[src/core/buck1_op_pkg.sv]
// Constants for the first buck converter operating-voltage register.
// Assumes an 8-bit register port; offsets are byte addresses on that port.
package buck1_op_pkg;

  // ----------------------------------------------------------------
  // Register map
  // ----------------------------------------------------------------
  localparam logic [7:0] BUCK1_OPERATING_SETTING_ADDR = 8'h04;  // Register offset
  localparam int         REG_W                        = 8;      // Register width

  // ----------------------------------------------------------------
  // Field layout
  // ----------------------------------------------------------------
  localparam int CODE_LSB   = 0;  // Voltage code low bit
  localparam int CODE_MSB   = 5;  // Voltage code high bit
  localparam int CODE_W     = 6;  // Voltage code width
  localparam int SELECT_BIT = 6;  // Output source select bit
  localparam int RSVD_BIT   = 7;  // Reserved bit, reads zero
  localparam int RANGE_W    = 2;  // Range field width

  // ----------------------------------------------------------------
  // Reset values
  // ----------------------------------------------------------------
  localparam logic       SELECT_RESET = 1'b0;   // Register is the source after reset while the strap is high
  localparam logic [7:0] RDATA_IDLE   = 8'h00;  // Read data for unmapped offsets

  // Source of the converter's voltage code
  typedef enum logic {
    SRC_OPERATING,
    SRC_SCALED
  } buck1_src_t;

endpackage : buck1_op_pkg

[src/core/buck1_source_mux.sv]
// Chooses which register drives the first buck converter's voltage code.
// Assumes all inputs are synchronous levels; purely combinational.
`timescale 1ns/1ns
`default_nettype none

module buck1_source_mux (
  input  wire logic                           i_output_source_select,
  input  wire logic                           i_config_strap_b,
  input  wire logic                           i_buck1_source_pin,
  input  wire logic [buck1_op_pkg::CODE_W-1:0] i_operating_code,
  input  wire logic [buck1_op_pkg::CODE_W-1:0] i_scaled_code,
  output logic      [buck1_op_pkg::CODE_W-1:0] o_selected_code,
  output buck1_op_pkg::buck1_src_t            o_source
);
  import buck1_op_pkg::*;

  // ----------------------------------------------------------------
  // Source decision
  // ----------------------------------------------------------------
  // The select bit wins when set; the pin only acts with a low strap
  always_comb begin
    o_source = SRC_OPERATING;
    if (i_output_source_select) begin
      o_source = SRC_SCALED;
    end else if (!i_config_strap_b) begin
      o_source = i_buck1_source_pin ? SRC_SCALED : SRC_OPERATING;
    end else begin
      o_source = SRC_OPERATING;
    end
  end

  // Code follows the chosen source
  always_comb begin
    o_selected_code = (o_source == SRC_SCALED) ? i_scaled_code : i_operating_code;
  end

endmodule : buck1_source_mux

`default_nettype wire

[src/core/buck1_voltage_select_reg.sv]
// Operating-voltage register of the first buck converter with source selection.
// Assumes a synchronous byte register port, a synchronous power-on reset and
// that the scaled register, range field and one-time-programmed default live
// elsewhere and arrive as steady levels.
`timescale 1ns/1ns
`default_nettype none

// Functional notes
// - Select bit zero, strap high: voltage from this register
// - Select bit one: voltage from scaled register
// - Strap low, select zero: pin picks source
// - Code interpreted with separate two-bit range
// - Power request low restores default code
// - Power-on reset restores whole register
module buck1_voltage_select_reg #(
  parameter int ADDR_W = 8  // Width of the register address port
) (
  input  wire logic                             i_core_clk,
  input  wire logic                             i_rst,
  input  wire logic                             i_clk_en,
  // Register port
  input  wire logic [ADDR_W-1:0]                i_reg_addr,
  input  wire logic                             i_reg_wr,
  input  wire logic                             i_reg_rd,
  input  wire logic [buck1_op_pkg::REG_W-1:0]   i_reg_wdata,
  output logic      [buck1_op_pkg::REG_W-1:0]   o_reg_rdata,
  // Device pins and neighbouring registers
  input  wire logic                             i_config_strap_b,
  input  wire logic                             i_buck1_source_pin,
  input  wire logic                             i_power_request_pin,
  input  wire logic [buck1_op_pkg::CODE_W-1:0]  i_otp_default_code,
  input  wire logic [buck1_op_pkg::CODE_W-1:0]  i_buck1_scaled_setting,
  input  wire logic [buck1_op_pkg::RANGE_W-1:0] i_buck1_range,
  // Converter control
  output logic      [buck1_op_pkg::CODE_W-1:0]  o_buck1_voltage_code,
  output logic      [buck1_op_pkg::RANGE_W-1:0] o_buck1_range,
  output logic                                  o_buck1_uses_scaled
);
  import buck1_op_pkg::*;

  // ----------------------------------------------------------------
  // Elaboration checks
  // ----------------------------------------------------------------
  // The register offset must be reachable on the address port
  if (ADDR_W < 3 || ADDR_W > 8) begin : g_bad_addr_w
    $error("ADDR_W must lie between 3 and 8");
  end

  // ----------------------------------------------------------------
  // Declarations
  // ----------------------------------------------------------------
  logic [CODE_W-1:0]  code_reg;        // Stored voltage code
  logic               select_reg;      // Output source select bit
  logic [CODE_W-1:0]  mux_code;        // Code chosen by the source mux
  buck1_src_t         mux_src;         // Source chosen by the source mux
  logic               hit;             // Access addresses this register
  logic               wr_hit;          // Write to this register

  // Address match, shared by reads and writes
  function automatic logic addr_match(input logic [ADDR_W-1:0] addr);
    addr_match = (addr == ADDR_W'(BUCK1_OPERATING_SETTING_ADDR));
  endfunction : addr_match

  assign hit    = addr_match(i_reg_addr);
  assign wr_hit = i_reg_wr && hit;

  // ----------------------------------------------------------------
  // Voltage code field
  // ----------------------------------------------------------------
  // Default comes from programmed configuration, so variants differ.
  // Power request low wins over a write in the same cycle, so software
  // cannot move the stored code while power request holds it at its default.
  always_ff @(posedge i_core_clk) begin
    if (i_rst) begin
      code_reg <= i_otp_default_code;
    end else if (i_clk_en) begin
      if (!i_power_request_pin) begin
        code_reg <= i_otp_default_code;
      end else if (wr_hit) begin
        code_reg <= i_reg_wdata[CODE_MSB:CODE_LSB];
      end
    end
  end

  // ----------------------------------------------------------------
  // Source select bit
  // ----------------------------------------------------------------
  // Not touched by power request; only reset and writes change it
  always_ff @(posedge i_core_clk) begin
    if (i_rst) begin
      select_reg <= SELECT_RESET;
    end else if (i_clk_en && wr_hit) begin
      select_reg <= i_reg_wdata[SELECT_BIT];
    end
  end

  // ----------------------------------------------------------------
  // Read port
  // ----------------------------------------------------------------
  // Registered read data; unmapped offsets answer zero
  always_ff @(posedge i_core_clk) begin
    if (i_rst) begin
      o_reg_rdata <= RDATA_IDLE;
    end else if (i_clk_en) begin
      if (i_reg_rd && hit) begin
        o_reg_rdata <= {1'b0, select_reg, code_reg};
      end else begin
        o_reg_rdata <= RDATA_IDLE;
      end
    end
  end

  // ----------------------------------------------------------------
  // Source selection
  // ----------------------------------------------------------------
  // The strap is trusted as given: with a low strap and the bit set,
  // the bit still wins, which is why software must keep it clear
  buck1_source_mux u_mux (
    .i_output_source_select (select_reg),
    .i_config_strap_b       (i_config_strap_b),
    .i_buck1_source_pin     (i_buck1_source_pin),
    .i_operating_code       (code_reg),
    .i_scaled_code          (i_buck1_scaled_setting),
    .o_selected_code        (mux_code),
    .o_source               (mux_src)
  );

  // ----------------------------------------------------------------
  // Converter outputs
  // ----------------------------------------------------------------
  // Code and range are registered together so the converter never
  // sees a code decoded against a stale range
  always_ff @(posedge i_core_clk) begin
    if (i_rst) begin
      o_buck1_voltage_code <= '0;
      o_buck1_range        <= '0;
      o_buck1_uses_scaled  <= 1'b0;
    end else if (i_clk_en) begin
      o_buck1_voltage_code <= mux_code;
      o_buck1_range        <= i_buck1_range;
      o_buck1_uses_scaled  <= (mux_src == SRC_SCALED);
    end
  end

  // ----------------------------------------------------------------
  // Assertions
  // ----------------------------------------------------------------
  a_reset_default_code: assert property (
    @(posedge i_core_clk) i_rst |=> (code_reg == $past(i_otp_default_code)) && !select_reg)
    else $error("reset did not restore the register");

  a_power_req_default: assert property (
    @(posedge i_core_clk) disable iff (i_rst)
    (i_clk_en && !i_power_request_pin) |=> code_reg == $past(i_otp_default_code))
    else $error("power request low did not restore code");

  a_reserved_reads_zero: assert property (
    @(posedge i_core_clk) disable iff (i_rst)
    o_reg_rdata[RSVD_BIT] == 1'b0)
    else $error("reserved bit read nonzero");

  a_write_then_read: assert property (
    @(posedge i_core_clk) disable iff (i_rst)
    (i_clk_en && wr_hit && i_power_request_pin) ##1
    (i_clk_en && i_reg_rd && hit && !i_reg_wr && i_power_request_pin)
    |=> o_reg_rdata[SELECT_BIT:0] == $past(i_reg_wdata[SELECT_BIT:0], 2))
    else $error("written value not read back");

  a_src_operating: assert property (
    @(posedge i_core_clk) disable iff (i_rst)
    (i_clk_en && !select_reg && i_config_strap_b)
    |=> o_buck1_voltage_code == $past(code_reg) && !o_buck1_uses_scaled)
    else $error("operating code not driven");

  a_src_scaled: assert property (
    @(posedge i_core_clk) disable iff (i_rst)
    (i_clk_en && select_reg)
    |=> o_buck1_voltage_code == $past(i_buck1_scaled_setting) && o_buck1_uses_scaled)
    else $error("scaled code not driven");

  a_pin_controls_src: assert property (
    @(posedge i_core_clk) disable iff (i_rst)
    (i_clk_en && !select_reg && !i_config_strap_b)
    |=> o_buck1_uses_scaled == $past(i_buck1_source_pin))
    else $error("source pin ignored with strap low");

  a_range_follows: assert property (
    @(posedge i_core_clk) disable iff (i_rst)
    i_clk_en |=> o_buck1_range == $past(i_buck1_range))
    else $error("range not passed with code");

  a_freeze_when_idle: assert property (
    @(posedge i_core_clk) disable iff (i_rst)
    !i_clk_en |=> $stable(code_reg) && $stable(select_reg) && $stable(o_buck1_voltage_code))
    else $error("state moved with clock enable low");

  a_reset_outputs_zero: assert property (
    @(posedge i_core_clk)
    i_rst |=> (o_buck1_voltage_code == '0) && !o_buck1_uses_scaled && (o_reg_rdata == RDATA_IDLE))
    else $error("converter outputs not cleared by reset");

  a_code_write_lands: assert property (
    @(posedge i_core_clk) disable iff (i_rst)
    (i_clk_en && wr_hit && i_power_request_pin)
    |=> code_reg == $past(i_reg_wdata[CODE_MSB:CODE_LSB]))
    else $error("voltage code write lost");

  a_select_write_lands: assert property (
    @(posedge i_core_clk) disable iff (i_rst)
    (i_clk_en && wr_hit) |=> select_reg == $past(i_reg_wdata[SELECT_BIT]))
    else $error("source select write lost");

  a_unmapped_reads_zero: assert property (
    @(posedge i_core_clk) disable iff (i_rst)
    (i_clk_en && !(i_reg_rd && hit)) |=> o_reg_rdata == RDATA_IDLE)
    else $error("read data not idle without a read hit");

endmodule : buck1_voltage_select_reg

`default_nettype wire

[config.mk]
export PLATFORM = sky130hd
export DESIGN_NAME = buck1_voltage_select_reg
export DESIGN_NICKNAME = d
export VERILOG_FILES = /design/src/core/buck1_op_pkg.sv /design/src/core/buck1_source_mux.sv /design/src/core/buck1_voltage_select_reg.sv
export SDC_FILE = /design/constraint.sdc
export NUM_CORES = 1
export LEC_CHECK = 0
export BUFFER_PORTS_ARGS = -buffer_cell sky130_fd_sc_hd__buf_2
export CORE_ASPECT_RATIO = 0.75
export CORE_MARGIN = 3
export CORE_UTILIZATION = 40
export CTS_CLUSTER_SIZE = 10
export DETAILED_ROUTE_END_ITERATION = 8
export GPL_ROUTABILITY_DRIVEN = 0
export PLACE_DENSITY = 0.74
export SLEW_MARGIN = 20
export SYNTH_ARGS = -nofsm -noshare
export SYNTH_HDL_FRONTEND = slang
export SYNTH_SLANG_ARGS = --single-unit
export TNS_END_PERCENT = 5
[constraint.sdc]
create_clock -name i_core_clk -period 1.07 [get_ports i_core_clk]
set_input_delay 0 -clock i_core_clk [delete_from_list [all_inputs] [get_ports i_core_clk]]
set_output_delay 0 -clock i_core_clk [all_outputs]
set_load 0.01 [all_outputs]
==> results of run 1 <==
==> what timing repair did <==
action                                  in CTS  in global routing
setup buffers                                0                  1
hold buffers                                 2                  0
endpoints found under the hold margin        2                  0
endpoints found under the setup margin       2                  6
resized for setup                            0                  4
pin swaps                                    0                  5
==> per-layer routing <==
layer,vias up,share of wire [%]
met5,-,0
met4,0,1.2
met3,4,8.0
met2,38,46
met1,434,45
li1,508,-
==> per-stage QoR <==
step / utilization, % / total power [mW]
after global routing: 61.8 / 1.89
after floorplan: - / 1.15
after CTS: 61.3 / 1.83
final: 61.8 / 1.80
after detailed placement: 58.6 / 1.29
after global placement: 58.6 / 1.28
==> cell families after synthesis <==
kind of cell	count (synthesis)
mux	9
other cells	1
simple gates	45
buf+inv	9
compound gates	21
flops	23
==> how the worst max path moves through the flow <==
stage                                         end  slack, ns          start  cells after the start
final                     o_buck1_voltage_code[2]      -0.04     select_reg                      3
after global routing      o_buck1_voltage_code[2]      -0.07     select_reg                      3
after CTS                 o_buck1_voltage_code[5]     -0.005     select_reg                      2
after detailed placement              code_reg[0]      -0.03  i_reg_addr[5]                      4
after global placement                code_reg[0]       0.02  i_reg_addr[1]                      4
after floorplan           o_buck1_voltage_code[5]      -0.02     select_reg                      3
==> where the power goes <==
| group | switching, mW | leakage (nW) | internal [mW] | total [mW] |
|---|---|---|---|---|
| Clock | 0.262 | 0.0228 | 0.266 | 0.528 |
| Sequential | 0.0255 | 0.200 | 0.946 | 0.972 |
| Combinational | 0.139 | 0.452 | 0.164 | 0.303 |
| Total | 0.427 | 0.675 | 1.38 | 1.80 |
==> placed cells by master (no fill, tap or decap) <==
cell / n
a211oi_1: 1
a21oi_1: 8
a311oi_1: 3
a311oi_2: 3
and2_0: 1
and2_1: 6
buf_12: 1
buf_2: 52
buf_4: 6
buf_6: 1
clkbuf_1: 1
clkbuf_8: 3
conb_1: 1
dfxtp_1: 16
dfxtp_4: 1
dlygate4sd3_1: 2
edfxtp_1: 6
inv_1: 1
mux2_2: 6
mux2i_1: 3
nand2_2: 1
nand2b_1: 9
nand4_1: 8
nor2_1: 11
nor2b_4: 1
nor4_4: 1
nor4b_4: 1
o21ai_1: 6
or3b_1: 6
==> layout make-up <==
| cell class | instances | area (µm²) |
|---|---|---|
| Inverter | 1 | 3.75 |
| Fill cell | 246 | 946 |
| Timing Repair Buffer | 62 | 357 |
| Tap cell | 34 | 42.5 |
| Clock buffer | 4 | 45.0 |
| Sequential cell | 23 | 524 |
| Multi-Input combinational cell | 76 | 559 |
==> worst max-delay path: cells and delay by family, from the launching register on <==
kind	cells	cell delay, ns
flip-flops	1	0.36
AND/OR/NAND/NOR	1	0.34
buffers and inverters	1	0.12
AO/OA/AOI/OAI	1	0.20
==> results by group, run 1 <==
Logic synthesis
  – Most used DFF post-synth: dfxtp_1
  – Post-synth EDFFs: 6
  – Synth Area in Simple Gates: between 20% and 30%
  – Compound-gate portion of the synthesized area: 13.2%
  – Synth Area in Adders: 0%
  – Register area share after synthesis: 46.3%
  – FF+latch count, synth: 23
  – Post-synth ARST share: 0%
  – Yosys cell types: 26
  – Post-Syn Nets: 146
  – Syn avg cell area: 10.4 µm²
  – Mux contribution to synthesized area: 8.68%
  – Yosys top cell area share: 30.3%
  – Top cells by count, synth: dfxtp_1, nor2_1, nand2b_1
  – Count leader, synth: dfxtp_1
  – Gate Count Post-Synth: 108
  – Top area cells in the synthesized netlist: dfxtp_1, edfxtp_1, mux2_2
  – Largest family of logic cells by synthesized area: simple AND/OR/NAND/NOR gates
  – Post-Synth XOR/XNOR Area: 0%
  – Synth area leader: dfxtp_1
  – Mapped cell area: 1120 µm²
  – YS warnings: 0

Placement
  – DP Area: 1450 µm²
  – Port bufs: 52
  – Cells after DPL: about 190
  – Pre-CTS setup slack: -0.0348 ns

Worst setup path
  – R2R Path Start: select_reg
  – Critical Path RT: 1.25 ns
  – Critical Path AT: 1.28 ns
  – Slowest CP cell: dfxtp_4
  – Worst setup SP type: flop
  – CP Max Fanout: 6
  – R2R Path End: o_buck1_voltage_code[2]
  – Worst r2r path cells: 3
  – WS Path Type: flop to flop
  – CP endpoint kind: flop
  – Slowest cell delay on critical path: 0.36 ns
  – Cells along the critical path: buf_6 > or3b_1 > a311oi_1
  – Reg-to-reg slack, setup: -0.04 ns

Global route
  – Met1 Usage GRT: 19.2%
  – Routing usage on met2: 26.9%
  – Vias in the first global route: 947
  – GRT Util Overall: 16.0%
  – M3 GR Usage: 5.18%
  – First-pass GRT wire length: between 4000 and 5000 µm
  – Top Usage Layer GRT: met2
  – Total grt overflow: 0
  – Largest net degree at the start of global routing: 29
  – Initial antenna violation count: 0

Layout
  – Area Overhead vs Synth: 36.2%
  – Final instance area: approximately 1500 µm²
  – ANT cells: 0
  – Share of cells above drive strength 1: 46.4%
  – Max reg flops: 7
  – Cell Count, Final, Fillers Out: 200
  – Final net count: approximately 210

Clock tree
  – Clock Sinks: 23
  – Clk buf depth: 2
  – Clk pin slew, worst setup/hold paths: 0.08 ns
  – Clock latency at the later pin of the worst-skew pair: ~0.26 ns
  – H-tree lvl count: 1
  – Total CTS buffers: 3
  – TritonCTS clock tree: built
  – CTS Root Cell: clkbuf_8

Timing
  – Final hold violation count: 0
  – Tcrit/Tclk final: 103%
  – Hold slack final: 0.00451 ns
  – Final min period: ~1.1 ns
  – Setup ws final: -0.0352 ns
  – Clk_skew: 0.00212 ns
  – Setup TNS: -0.0352 ns
  – Achievable frequency: a little over 900 MHz
  – Slew Viols, Final: 0
  – RSZ-0062 raised after global routing: true
  – Final Setup Violations: 1

Power
  – PD cells: 1180 nW/µm²
  – P_leak: 0.675 nW
  – VDD IR-drop max: approximately 0.75 mV

Detailed routing
  – Vias: a little under 1000
  – Final wirelength: 2510 µm
  – Final ANT Viol Nets: 0
  – DR iter-0 viols: 42
  – Routed len/inst: 12.6 µm
  – Drt drc: 0
  – Vias per cell: 4.92
  – TritonRoute pass-1 iters: 4

Die
  – Die area: 3490 µm²
  – Starting Density: between 40% and 50%
  – Die H: ~52 µm
  – IO Count: 55
  – Core area: 2480 µm²
  – Row count: 15
  – Die Span X: 67.2 µm

Min path
  – Min-delay worst type: input pin to flop
  – Hold Crit Depth: 3
  – Hold_sp: i_buck1_range[1]
  – Hold endpoint: o_buck1_range[1]

Status
  – Violated checks: setup timing
  – Outcome: finished with violations

Job
  – Max-Cap Viols: 0
Power figures use the tool's default switching activity.
==> run 2, diff against run 1 <==
--- a/config.mk
+++ b/config.mk
@@ -6,7 +6,7 @@
 export NUM_CORES = 1
 export LEC_CHECK = 0
 export BUFFER_PORTS_ARGS = -buffer_cell sky130_fd_sc_hd__buf_2
-export CORE_ASPECT_RATIO = 0.75
+export CORE_ASPECT_RATIO = 0.5
 export CORE_MARGIN = 3
 export CORE_UTILIZATION = 40
 export CTS_CLUSTER_SIZE = 10
==> run 2 against run 1 <==
  * The flow still finishes with violations (setup timing)
  * Worst setup slack barely moved
  * Flip-flop and latch count did not move
  * Hold slack improved by 0.029 ns
  * Via count rose by 2.3%
  * Clock-buffer cell count did not move
==> results by group, run 2 (synthesized netlist as in run 1, its figures left out) <==
Layout
  – Final net count: 209
  – Filler cells: about 200
  – Cell Count, Final, Fillers Out: 205
  – Area of the multi-input gates: roughly 570 µm²
  – Share of cells above drive strength 1: a little under 50%
  – Area Overhead vs Synth: 39.4%
  – Sequential cell area: 524 µm²
  – Commonest cells after routing, fill and taps aside: buf_2, dfxtp_1, nor2_1, buf_4, nand2b_1
  – Commonest non-fill, non-tap cell in the layout: buf_2
  – Max reg flops: 7
  – ANT cells: 0

Worst setup path
  – Slowest cell delay on critical path: 0.37 ns
  – Critical Path RT: 1.24 ns
  – WS Path Type: flop to flop
  – Slowest CP cell: dfxtp_4
  – CP Max Fanout: 7
  – Cells along the critical path: or3b_4 > a311oi_2
  – Critical Path AT: between 1 and 1.5 ns
  – Worst setup SP type: flop
  – CP endpoint kind: flop

Detailed routing
  – TritonRoute pass-1 iters: 4
  – Final ANT Viol Nets: 0
  – Vias per cell: 4.91
  – DR iter-0 viols: 70
  – Drt drc: 0
  – Vias: around 1000
  – Routed len/inst: 12.9 µm
  – Final wirelength: between 2000 and 3000 µm

Timing
  – Hold slack final: 0.0330 ns
  – Achievable frequency: roughly 900 MHz
  – Tcrit/Tclk final: 103%
  – Final Setup Violations: 4
  – Final hold violation count: 0
  – RSZ-0062 raised after global routing: true
  – Clk_skew: 0.00115 ns
  – Setup ws final: -0.0352 ns
  – Final min period: ~1.1 ns
  – Slew Viols, Final: 0

Power
  – P_leak: between 0.6 and 0.7 nW
  – PD cells: 1170 nW/µm²
  – VDD IR-drop max: 0.671 mV

Clock tree
  – CTS Root Cell: clkbuf_8
  – Clock latency at the later pin of the worst-skew pair: 0.26 ns
  – H-tree lvl count: 1
  – Total CTS buffers: 3
  – Clk buf depth: 2
  – TritonCTS clock tree: built
  – Clk pin slew, worst setup/hold paths: 0.08 ns
  – Clock Sinks: 23

Global route
  – Top Usage Layer GRT: met2
  – First-pass GRT wire length: 4060 µm
  – Met1 Usage GRT: 18.8%
  – Routing usage on met2: 25.9%
  – Initial antenna violation count: 0
  – GRT Util Overall: 14.9%
  – Vias in the first global route: 926
  – Largest net degree at the start of global routing: 24
  – M3 GR Usage: under 10%
  – Total grt overflow: 0

Placement
  – DPL Wire Length: around 2000 µm
  – Pre-CTS setup slack: -0.0449 ns
  – Port bufs: 52
  – Cells after DPL: ~200

Status
  – Violated checks: setup timing
  – Outcome: finished with violations

Die
  – Die area: 3520 µm²
  – Starting Density: 46.2%
  – Row count: 12
  – Die Span X: 81.0 µm
  – Core area: 2430 µm²
  – IO Count: between 50 and 60
  – Die H: 43.5 µm

Min path
  – Min-delay worst type: input pin to flop

Job
  – Max-Cap Viols: 0
[run 2: per-stage QoR]
step | setup TNS, ns | util, % | total power, mW | area (µm²)
5_1_grt | -0.305 | 64.5 | 1.92 | 1570
4_1_cts | -0.113 | 63.0 | 1.83 | 1530
3_3_place_gp | -0.191 | 59.9 | 1.28 | 1460
2_1_floorplan | -0.0250 | - | 1.15 | 1130
6_report | -0.0699 | 64.5 | 1.83 | 1570
3_5_place_dp | -0.317 | 59.9 | 1.29 | 1460
[run 2: final cells by class]
cell class	instances	share of cell area, %
clock buffer	4	2.87
inverter	1	0.239
multi-input combinational	76	36.6
sequential	23	33.4
tap	35	2.79
timing repair buffer	66	24.0
[run 2: power breakdown]
group | total (mW) | switching (mW) | internal (mW) | leakage [nW]
sequential | 0.973 | 0.0269 | 0.946 | 0.200
combinational | 0.327 | 0.149 | 0.177 | 0.469
clock | 0.531 | 0.266 | 0.265 | 0.0228
total | 1.83 | 0.442 | 1.39 | 0.691
[run 2: final timing paths]
kind / from / endpoint / slack (ns) / depth (start not counted)
worst max-delay path: select_reg / o_buck1_voltage_code[1] / -0.04 / 2
worst min-delay path: i_buck1_scaled_setting[2] / o_buck1_voltage_code[2] / 0.03 / 3
worst max register to register: select_reg / o_buck1_voltage_code[1] / -0.04 / 2
worst min register to register: o_reg_rdata[4] / o_reg_rdata[4] / 0.47 / 2
[run 2: critical path, delay by kind of cell, from the launching register on]
kind / cells / cell delay, ns
flops: 1 / 0.37
simple gates: 1 / 0.37
compound gates: 1 / 0.28
[run 2: per-layer routing]
metal	up-vias	part of all wire [%]
li1	514	-
met4	0	0.68
met1	458	43
met2	33	50
met3	2	6.3
met5	-	0
[run 2: what timing repair did]
item	4_1_cts	5_1_grt
setup buffers	0	2
setup endpoints to repair	4	7
hold endpoints to repair	3	0
pin swaps	0	3
gates resized for setup	0	7
hold buffers	3	0
==> run 3, diff against run 2 <==
--- a/config.mk
+++ b/config.mk
@@ -6,7 +6,7 @@
 export NUM_CORES = 1
 export LEC_CHECK = 0
 export BUFFER_PORTS_ARGS = -buffer_cell sky130_fd_sc_hd__buf_2
-export CORE_ASPECT_RATIO = 0.5
+export CORE_ASPECT_RATIO = 2
 export CORE_MARGIN = 3
 export CORE_UTILIZATION = 40
 export CTS_CLUSTER_SIZE = 10
@@ -17,4 +17,4 @@
 export SYNTH_ARGS = -nofsm -noshare
 export SYNTH_HDL_FRONTEND = slang
 export SYNTH_SLANG_ARGS = --single-unit
-export TNS_END_PERCENT = 5
+export TNS_END_PERCENT = 10
==> run 3 against run 2 <==
  * The run ends with hold timing left
  * Total power up 0.29%
  * Utilization down 6.8 points
  * Highest routed layer unchanged
  * Sequential power about the same
  * Wire length is 3.2% higher
  * Register-to-register slack improved by 0.05 ns
  * Fmax grew 5.1%
  * Largest power group unchanged
  * Combinational power decreased by 6.4%
  * Cell count decreased by 5.9%
  * Critical path type unchanged
  * Via count increased by 0.70%
  * Clock power rose by 5.5%
==> results by group, run 3 (synthesized netlist as in run 1, its figures left out) <==
Status
  – Outcome: finished with violations
  – Violated checks: hold timing

Layout
  – Final net count: 204
  – Max reg flops: 7
  – Commonest non-fill, non-tap cell in the layout: buf_2
  – Commonest cells after routing, fill and taps aside: buf_2, dfxtp_1, nor2_1, nand2b_1
  – Filler cells: 260
  – Cell Count, Final, Fillers Out: around 190
  – Layout Utilization: roughly 58%
  – Area Overhead vs Synth: 35.2%
  – Share of cells above drive strength 1: 47.9%
  – ANT cells: 0

Min path
  – Hold endpoint: o_buck1_range[1]
  – Min-delay worst type: input pin to flop
  – Hold_sp: i_buck1_range[1]
  – Hold Crit Depth: 3

Timing
  – RSZ-0062 raised after global routing: true
  – Achievable frequency: 951 MHz
  – Final min period: ~1.1 ns
  – Slew Viols, Final: 0
  – Final hold violation count: 1
  – Setup TNS: 0 ns
  – Tcrit/Tclk final: between 90% and 100%
  – Clk_skew: 0.00956 ns
  – Final Setup Violations: 0
  – Hold slack final: -0.00799 ns

Worst setup path
  – CP Max Fanout: 10
  – WS Path Type: flop to flop
  – Worst r2r path cells: 2
  – Reg-to-reg slack, setup: 0.02 ns
  – R2R Path End: o_buck1_voltage_code[3]
  – Worst Path Buf+Inv: 0
  – Worst setup SP type: flop
  – Critical Path AT: 1.24 ns
  – CP endpoint kind: flop
  – Critical Path RT: 1.25 ns
  – Kind of cell adding the most delay to the critical path: flip-flops
  – Cells along the critical path: or3b_1 > a311oi_2
  – R2R Path Start: select_reg
  – Slowest cell delay on critical path: 0.38 ns
  – Slowest CP cell: dfxtp_4

Global route
  – Initial antenna violation count: 0
  – Total grt overflow: 0
  – Largest net degree at the start of global routing: 25
  – Routing usage on met2: 31.3%
  – Vias in the first global route: 1032
  – M3 GR Usage: 2.88%
  – First-pass GRT wire length: 4280 µm
  – Met1 Usage GRT: 15.4%
  – Top Usage Layer GRT: met2
  – GRT Util Overall: 16.0%

Power
  – VDD IR-drop max: 0.834 mV
  – P_leak: about 0.67 nW
  – PD cells: about 1200 nW/µm²

Clock tree
  – Clock latency at the later pin of the worst-skew pair: 0.27 ns
  – CTS Root Cell: clkbuf_8
  – Clock Sinks: 23
  – Clk buf depth: 2
  – Clk pin slew, worst setup/hold paths: 0.09 ns
  – TritonCTS clock tree: built
  – Total CTS buffers: 3
  – H-tree lvl count: 1

Die
  – Core area: between 2000 and 3000 µm²
  – Row count: 26
  – Die H: about 80 µm
  – Die Span X: 43.5 µm
  – Starting Density: 42.7%
  – IO Count: 55
  – Die area: 3520 µm²

Placement
  – DPL Wire Length: 2220 µm
  – Port bufs: 52
  – Cells after DPL: around 190

Detailed routing
  – Vias per cell: 5.25
  – DR iter-0 viols: 13
  – Routed len/inst: between 10 and 15 µm
  – Final wirelength: between 2000 and 3000 µm
  – TritonRoute pass-1 iters: 2
  – Final ANT Viol Nets: 0
  – Drt drc: 0
  – Vias: 1014

Job
  – Max-Cap Viols: 0
==> run 3: worst max path at each step <==
stage                        startpoint                      end  slack, ns  depth (start not counted)
final                        select_reg  o_buck1_voltage_code[3]       0.02                          2
after global routing         select_reg  o_buck1_voltage_code[1]      -0.02                          2
after CTS                    select_reg  o_buck1_voltage_code[1]       0.01                          2
after detailed placement     select_reg  o_buck1_voltage_code[1]      -0.03                          2
after global placement    i_reg_addr[1]              code_reg[2]       0.01                          4
after floorplan              select_reg  o_buck1_voltage_code[5]      -0.02                          3
==> run 3: worst register-to-register path: stages (launching register included) <==
cell and delay [ns]:
dfxtp_4 0.38, or3b_1 0.37, a311oi_2 0.23
==> run 3: per-layer routing <==
metal	up-vias	wire (µm)
met5	-	0
met4	0	46
met3	5	152
met2	36	1620
met1	469	920
li1	504	-
==> run 3: per-stage QoR <==
stage	total power [mW]	setup WS [ns]	area [µm²]
final	1.84	0.0188	1520
after detailed placement	1.29	-0.0254	1450
after floorplan	1.15	-0.0250	1130
after global routing	1.91	-0.0205	1520
after CTS	1.84	0.0122	1510
after global placement	1.28	0.0113	1450
==> run 3: cell type report <==
cell class / count / area, µm² / share of cell area, %
clock inverters: 1 / 7.51 / 0.494
multi-input cells: 76 / 566 / 37.2
inverters: 1 / 3.75 / 0.247
flip-flops and latches: 23 / 524 / 34.5
repair buffers: 61 / 343 / 22.6
well taps: 28 / 35.0 / 2.30
clock buffers: 3 / 41.3 / 2.72
==> run 3: repair_timing <==
item / CTS / global route
hold endpoints to repair: 1 / 0
hold buffers: 1 / 0
setup buffers: 0 / 0
endpoints found under the setup margin: 6 / 5
resized for setup: 1 / 1
pin swaps: 7 / 2
==> run 3: report_power, final <==
group	total, mW	internal, mW	leakage, nW	switching (mW)
logic	0.306	0.163	0.448	0.144
registers	0.970	0.946	0.200	0.0239
clock network	0.560	0.264	0.0217	0.296
total	1.84	1.37	0.670	0.464
